## src/design/motor_status_regs.vh

```
// register offsets, field positions and frame layout of the status bank
`ifndef MOTOR_STATUS_REGS_VH
`define MOTOR_STATUS_REGS_VH

`define ADDR_FAULT_FLAGS 7'h00
`define ADDR_DIE_TEMPERATURE 7'h01
`define ADDR_SUPPLY_MONITOR 7'h02
`define ADDR_FAULT_CLEAR 7'h10

`define RESET_FAULT_FLAGS 16'h0000
`define RESET_DIE_TEMPERATURE 16'h0000
`define RESET_SUPPLY_MONITOR 16'h0000

`define FAULT_USED_BITS 13
`define FAULT_CHARGE_PUMP 3
`define FAULT_LOCKED_ROTOR 10
`define CLEAR_FAULTS_BIT 0
`define TEMP_CODE_BITS 7
`define SUPPLY_CODE_LSB 6

`define FRAME_HEAD_BITS 5'h08
`define FRAME_BITS 5'h18

`endif

```

## src/design/motor_driver_status_regs.v

```verilog
// status register bank of the gate driver behind the serial register port
//
// Function
// read-only registers ignore host writes, value and behaviour unchanged.
// write-only fault clear register always reads back as zero.
// fault flags set on event, cleared only by the clear-faults bit.
// fault bits 2:0 flag sense amplifier overcurrent for phases A, B, C.
// fault bit 3 is set when either charge pump fails.
// bits 4..7: regulator overcurrent, under-, overvoltage, buck overcurrent.
// bit 8 flags over-temperature shutdown, bit 9 over-temperature warning.
// bit 10 flags a locked rotor seen by Hall based detection.
// bit 11 flags watchdog fault, bit 12 memory fault.
// unused upper bits of all three status registers read zero.
// temperature register holds a 7-bit code, 2 degC steps from -94.
// supply bits 0 and 1 show low and high side pump above minimum.
// supply bits 2..5 show regulator and boot supply comparators.
// supply bits 12:6 hold the latest input supply conversion.
// writing one to the clear-faults bit at 0x10 clears latched faults.
// live fields follow present inputs; all three registers reset zero.
`timescale 1ns/1ps
`default_nettype none
`include "motor_status_regs.vh"

module motor_driver_status_regs (
    input wire sys_clk,
    input wire srst,
    input wire sclk,
    input wire cs_n,
    input wire sdi,
    output reg sdo,
    output reg sdo_oe_n,
    input wire [2:0] sense_amp_overcurrent,
    input wire lowside_pump_fault,
    input wire highside_pump_fault,
    input wire regulator_overcurrent,
    input wire regulator_undervoltage,
    input wire regulator_overvoltage,
    input wire buck_overcurrent,
    input wire overtemp_shutdown,
    input wire overtemp_warning,
    input wire locked_rotor_fault,
    input wire watchdog_fault,
    input wire nvm_fault,
    input wire [6:0] temperature_code,
    input wire lowside_pump_above_min,
    input wire highside_pump_above_min,
    input wire regulator_above_min,
    input wire regulator_above_max,
    input wire boot_supply_above_min,
    input wire boot_supply_above_max,
    input wire [6:0] input_supply_code
);

    // all pins arrive asynchronously: two flops before any logic reads them
    localparam ASYNC_W = 37;
    localparam SYNC_SCLK = 36;
    localparam SYNC_CS_N = 35;
    localparam SYNC_SDI = 34;
    // deselected idle pattern, so no false frame start follows reset
    localparam [ASYNC_W-1:0] ASYNC_IDLE = 37'h8_0000_0000;
    wire [ASYNC_W-1:0] async_in;
    reg [ASYNC_W-1:0] meta;
    reg [ASYNC_W-1:0] sync;
    reg sclk_d;

    assign async_in = {sclk,
                       cs_n,
                       sdi,
                       input_supply_code,
                       boot_supply_above_max,
                       boot_supply_above_min,
                       regulator_above_max,
                       regulator_above_min,
                       highside_pump_above_min,
                       lowside_pump_above_min,
                       temperature_code,
                       nvm_fault,
                       watchdog_fault,
                       locked_rotor_fault,
                       overtemp_warning,
                       overtemp_shutdown,
                       buck_overcurrent,
                       regulator_overvoltage,
                       regulator_undervoltage,
                       regulator_overcurrent,
                       highside_pump_fault,
                       lowside_pump_fault,
                       sense_amp_overcurrent};

    always @(posedge sys_clk) begin
        if (srst) begin
            meta <= ASYNC_IDLE;
            sync <= ASYNC_IDLE;
            sclk_d <= 1'b0;
        end else begin
            meta <= async_in;
            sync <= meta;
            sclk_d <= sync[SYNC_SCLK];
        end
    end

    wire s_sclk = sync[SYNC_SCLK];
    wire s_cs_n = sync[SYNC_CS_N];
    wire s_sdi = sync[SYNC_SDI];
    wire [6:0] s_supply_code = sync[33:27];
    wire [5:0] s_supply_cmp = sync[26:21];
    wire [6:0] s_temp_code = sync[20:14];
    wire sclk_rise = s_sclk & ~sclk_d;
    wire sclk_fall = ~s_sclk & sclk_d;

    // event bits of the sync vector mapped onto fault flag positions
    wire [12:0] event_bits;
    assign event_bits[2:0] = sync[2:0];
    // either pump failing raises the one combined flag
    assign event_bits[3] = sync[3] | sync[4];
    assign event_bits[7:4] = sync[8:5];
    assign event_bits[9:8] = sync[10:9];
    assign event_bits[10] = sync[11];
    assign event_bits[12:11] = sync[13:12];

    reg [`FAULT_USED_BITS-1:0] fault_flags;
    reg [`TEMP_CODE_BITS-1:0] die_temperature;
    reg [5:0] supply_cmp;
    reg [6:0] supply_code;

    // serial frame: write flag, 7 address bits, 16 data bits, msb first
    reg [4:0] bit_cnt;
    reg [15:0] shift_in;
    reg [15:0] shift_out;
    reg [6:0] frame_addr;
    reg frame_write;
    reg clear_req;

    // unmapped addresses and the write-only clear register read as zero
    function [15:0] read_word;
        input [6:0] addr;
        begin
            case (addr)
                `ADDR_FAULT_FLAGS:
                    read_word = {3'h0, fault_flags};
                `ADDR_DIE_TEMPERATURE:
                    read_word = {9'h000, die_temperature};
                `ADDR_SUPPLY_MONITOR:
                    read_word = {3'h0, supply_code, supply_cmp};
                default:
                    read_word = 16'h0000;   // clear register reads 0
            endcase
        end
    endfunction

    wire [15:0] next_shift_in = {shift_in[14:0], s_sdi};
    // last data bit of a write frame aimed at the clear register
    wire clear_hit = bit_cnt == `FRAME_BITS - 5'h01 && frame_write &&
                     frame_addr == `ADDR_FAULT_CLEAR &&
                     next_shift_in[`CLEAR_FAULTS_BIT];

    always @(posedge sys_clk) begin
        if (srst) begin
            bit_cnt <= 5'h00;
            shift_in <= 16'h0000;
            shift_out <= 16'h0000;
            frame_addr <= 7'h00;
            frame_write <= 1'b0;
            clear_req <= 1'b0;
            sdo <= 1'b0;
            sdo_oe_n <= 1'b1;
        end else begin
            clear_req <= 1'b0;
            sdo_oe_n <= s_cs_n;
            if (s_cs_n) begin
                bit_cnt <= 5'h00;
                sdo <= 1'b0;
            end else if (sclk_rise && bit_cnt != `FRAME_BITS) begin
                shift_in <= next_shift_in;
                bit_cnt <= bit_cnt + 5'h01;
                if (bit_cnt == `FRAME_HEAD_BITS - 5'h01) begin
                    frame_write <= next_shift_in[7];
                    frame_addr <= next_shift_in[6:0];
                    // snapshot taken once so a word reads coherently
                    shift_out <= read_word(next_shift_in[6:0]);
                end
                // only the clear register acts on writes
                if (clear_hit) begin
                    clear_req <= 1'b1;
                end
            end else if (sclk_fall && bit_cnt >= `FRAME_HEAD_BITS) begin
                sdo <= shift_out[15];
                shift_out <= {shift_out[14:0], 1'b0};
            end
        end
    end

    localparam [15:0] FAULT_RESET = `RESET_FAULT_FLAGS;
    localparam [15:0] TEMP_RESET = `RESET_DIE_TEMPERATURE;
    localparam [15:0] SUPPLY_RESET = `RESET_SUPPLY_MONITOR;

    // an event in the clear cycle survives the clear
    wire [12:0] next_fault_flags = (clear_req ? 13'h0 : fault_flags) |
                                   event_bits;

    always @(posedge sys_clk) begin
        if (srst) begin
            fault_flags <= FAULT_RESET[12:0];
        end else begin
            fault_flags <= next_fault_flags;
        end
    end

    // live fields follow the inputs one clock behind the two-flop synchroniser
    always @(posedge sys_clk) begin
        if (srst) begin
            die_temperature <= TEMP_RESET[6:0];
            supply_cmp <= SUPPLY_RESET[5:0];
            supply_code <= SUPPLY_RESET[12:6];
        end else begin
            die_temperature <= s_temp_code;
            supply_cmp <= s_supply_cmp;
            supply_code <= s_supply_code;
        end
    end

endmodule // motor_driver_status_regs
`default_nettype wire

```

## config.mk

```make
export PLATFORM = sky130hd
export DESIGN_NAME = motor_driver_status_regs
export DESIGN_NICKNAME = d
export VERILOG_FILES = /design/src/design/motor_driver_status_regs.v
export VERILOG_INCLUDE_DIRS = /design/src /design/src/design
export SDC_FILE = /design/constraint.sdc
export NUM_CORES = 1
export LEC_CHECK = 0
export BUFFER_PORTS_ARGS = -buffer_cell sky130_fd_sc_hd__buf_2
export CAP_MARGIN = 20
export CORE_ASPECT_RATIO = 0.75
export CORE_MARGIN = 2
export CORE_UTILIZATION = 30
export DETAILED_ROUTE_END_ITERATION = 6
export GPL_ROUTABILITY_DRIVEN = 1
export PLACE_DENSITY = 0.47
export SLEW_MARGIN = 10
export SYNTH_ARGS = -nofsm -noshare
export SYNTH_HDL_FRONTEND = slang
export SYNTH_SLANG_ARGS = --single-unit
```

## constraint.sdc

```tcl
create_clock -name sys_clk -period 4.6 [get_ports sys_clk]
set_clock_uncertainty 0.05 [all_clocks]
set_input_delay 0 -clock sys_clk [delete_from_list [all_inputs] [get_ports sys_clk]]
set_output_delay 0 -clock sys_clk [all_outputs]
set_load 0.03 [all_outputs]
```

==> impl_results.md <==
- Slew Limit Fails: 0
- WHS Endpoint: fault_flags[5]
- FP Rows: 40
- Asr flop ratio synth: 0%
- Final min period: between 2 and 2.5 ns
- Setup Viol. Count Final: 0
- DR pass1 iterations: 4
- Clock root buffer: clkbuf_16
- Largest net degree at the start of global routing: a little over 70
- Synth Instances: 452
- Crit share post-route: 45.0%
- Worst-skew pair later-pin latency: 0.41 ns
- Routed WL per cell: roughly 13 um
- Mapped Area: 0.00499 mm2
- First-pass GRT wire length: between 15000 and 20000 um
- Die Y: 116 um
- Number of remaining DRC errors: 0
- Ports: a little over 40
- Total GRT Usage: 11.4%
- Max stage delay cell, worst path: dfxtp_1
- Max Cap Violations: 0
- Unrepaired setup endpoints after global routing: false
- Total chip power: 0.00288 W
- Status: completed
- DIE AREA: ~0.018 mm2
- Worst-path cell chain: nor2b_1 -> o2bb2ai_1 -> a22oi_1 -> a211oi_2
- Worst r2r path cells: 4
- Worst vdd ir: 0.213 mV
- Yosys warns: 0
- Final Hold Vio Count: 0
- H-tree levels: 4
- Clock slew at the register clock pins of the worst setup and hold paths: 0.06 ns
- Initial Util: 30.9%
- DRT antenna net count: 0
- Post-synth cell types: 47
- Slew of the pin with the lowest slew margin: a little under 1 ns
- CP Launch Type: flip-flop
- Max Buffers Root-to-Sink: 2
- Gr ovfl total: 0
- Layout net count: 563
- Chip width: 153 um
- Sequential element share of the synthesized area: 58.9%
- WP data arrival: 2.28 ns
- CP endpoint kind: flip-flop
- Number of global-route vias before repair: 3224
- Yosys reg bits: 147
- CP required: ~4.8 ns
- Headroom to the max-slew limit: 35.0%
- Cell area after layout: about 0.0063 mm2
- Avg Synthesized Cell Area: 11.0 um2
- Core area: 0.0162 mm2
- Final WL: 9570 um
- Fraction of layout cells with a size suffix above 1: 19.5%
- Post-DP Area: around 0.0053 mm2
- Number of fill cells: 1573
- Final Util: 39.1%
- CP max FO: 18
- Setup CP Type: flip-flop to flip-flop
- Dominant synthesized flop cell: dfxtp_1
- Crit-path max cell delay: 0.96 ns
- Pwr per Cell Area: 456 mW/mm2
- Worst Hold Depth: 2
- CTS buffer count: 17
- Initial antenna violation count: 0
- Setup TNS: 0 ns
- Vias per cell: 4.37
- Leak: 2.35 nW
- GPL Wtd Cong: 0.730
- Max Clk Rate: 0.484 GHz
- TritonCTS clock tree: done
- RR Startpoint: shift_in[0]
- Synthesized Nets: just under 500
- Detailed placement HPWL: a little under 6000 um
- Via count: 3252
- Initial DRC Count: about 140
- R2r setup slk: roughly 2.5 ns
- Path type of the worst min-delay path: input port to flip-flop
- I/O Buffers: 40
- Synth-to-layout area growth: 26.7%
- Post-synth EDFFs: 0
- Cts repair resizes: 0
- Hold_sp: srst
- ANT cells: 0
- Clk sinks: 147
- Reg2reg end: shift_out[4]
where the power goes:
| part | leakage (nW) | switching [W] | internal [W] | total (W) |
|---|---|---|---|---|
| Sequential | 1.20 | 0.0000161 | 0.00132 | 0.00133 |
| Combinational | 0.849 | 0.0000478 | 0.0000632 | 0.000111 |
| Clock | 0.293 | 0.000515 | 0.000924 | 0.00144 |
layout make-up:
| class | count | area (um2) | area share [%] |
|---|---|---|---|
| multi-input combinational | 274 | 1890 | 29.9 |
| clock inverter | 11 | 178 | 2.81 |
| timing repair buffer | 79 | 596 | 9.42 |
| clock buffer | 20 | 447 | 7.06 |
| tap | 210 | 263 | 4.15 |
| inverter | 3 | 11.3 | 0.178 |
| sequential | 147 | 2940 | 46.5 |
worst max-delay path: cells and delay by family (launching register included):
| kind | cells | cell delay, ns |
|---|---|---|
| compound gates | 3 | 0.55 |
| simple gates | 1 | 0.35 |
| flops | 1 | 0.96 |
placed cells by master (no fill, tap or decap), types with 3 or more instances in the layout:
master and instances:
o211ai_1 3, mux2_2 6, or2_2 3, nand2_1 19
dlygate4sd3_1 37, clkinvlp_4 3, nor3_1 13, inv_1 3
a211oi_1 4, nor2b_1 94, xor2_1 3, bufinv_16 4
nand3_1 6, buf_2 39, clkbuf_16 17, nor4_4 3
mux2i_1 14, dfxtp_1 147, a21oi_1 26, a22oi_1 12
o2bb2ai_1 6, nor2_1 26, a211oi_2 9
flip-flops by register name, summed over array words and instances, names as in the netlist, 5 cells and up:
name and cells:
bit_cnt 5, die_temperature 7, fault_flags 13, frame_addr 7
meta 37, shift_in 7, shift_out 16, supply_cmp 6
supply_code 7, sync 37
worst max path at each step:
| stage | endpoint | cells after the start | from |
|---|---|---|---|
| 2_1_floorplan | shift_out[10] | 6 | bit_cnt[1] |
| 5_1_grt | shift_out[4] | 4 | shift_in[0] |
| 6_report | shift_out[4] | 4 | shift_in[0] |
| 3_3_place_gp | shift_out[0] | 5 | bit_cnt[1] |
| 4_1_cts | shift_out[4] | 4 | shift_in[0] |
| 3_5_place_dp | shift_out[4] | 4 | shift_in[0] |
per-stage QoR:
| step | setup slack, ns | hold WS [ns] | instances |
|---|---|---|---|
| 3_5_place_dp | 2.48 | 0.147 | 676 |
| 2_1_floorplan | 2.95 | 0.0538 | 452 |
| 4_1_cts | 2.47 | 0.0883 | 744 |
| 6_report | 2.53 | 0.0890 | 744 |
| 3_3_place_gp | 2.41 | 0.145 | 675 |
| 5_1_grt | 2.31 | 0.132 | 744 |
timing repair:
action                                  4_1_cts  5_1_grt
hold buffers                                 37        0
endpoints found under the setup margin        0        0
endpoints found under the hold margin        37        0
setup buffers                                 0        0
Yosys cell counts, drive strengths merged, types with 4 or more instances:
library cell    n  area [um2]
nand3           6        30.0
mux2i          14         140
o2bb2ai         6        52.6
nor2           27         104
nor2b          94         588
buf             9        78.8
mux2            6        67.6
nor4            4        70.1
dfxtp         147        2940
a22oi          12        90.1
a211oi         13         143
nand2          21        88.8
a21oi          26         130
nor3           14        81.3
clkbuf         19        71.3
per-layer routing:
metal | wire (um) | up-vias | GRT usage, %
met2 | 4040 | 51 | 16.7
met4 | 186 | 0 | 5.86
met1 | 5100 | 1526 | 15.5
li1 | - | 1659 | -
met3 | 241 | 16 | 3.03
met5 | 0 | - | 0
cells by family (layout without fill, tap and decap cells):
| family | count (synthesis) | count (layout) | share of synthesized area [%] |
|---|---|---|---|
| simple gates | 184 | 184 | 23.0 |
| flops | 147 | 147 | 58.9 |
| compound gates | 64 | 64 | 9.47 |
| buf+inv | 31 | 113 | 3.23 |
| mux | 20 | 20 | 4.16 |
| xor+xnor | 4 | 4 | 0.702 |
| fa+ha+maj | 2 | 2 | 0.501 |
Note: power is estimated with default switching activity, not from simulation.
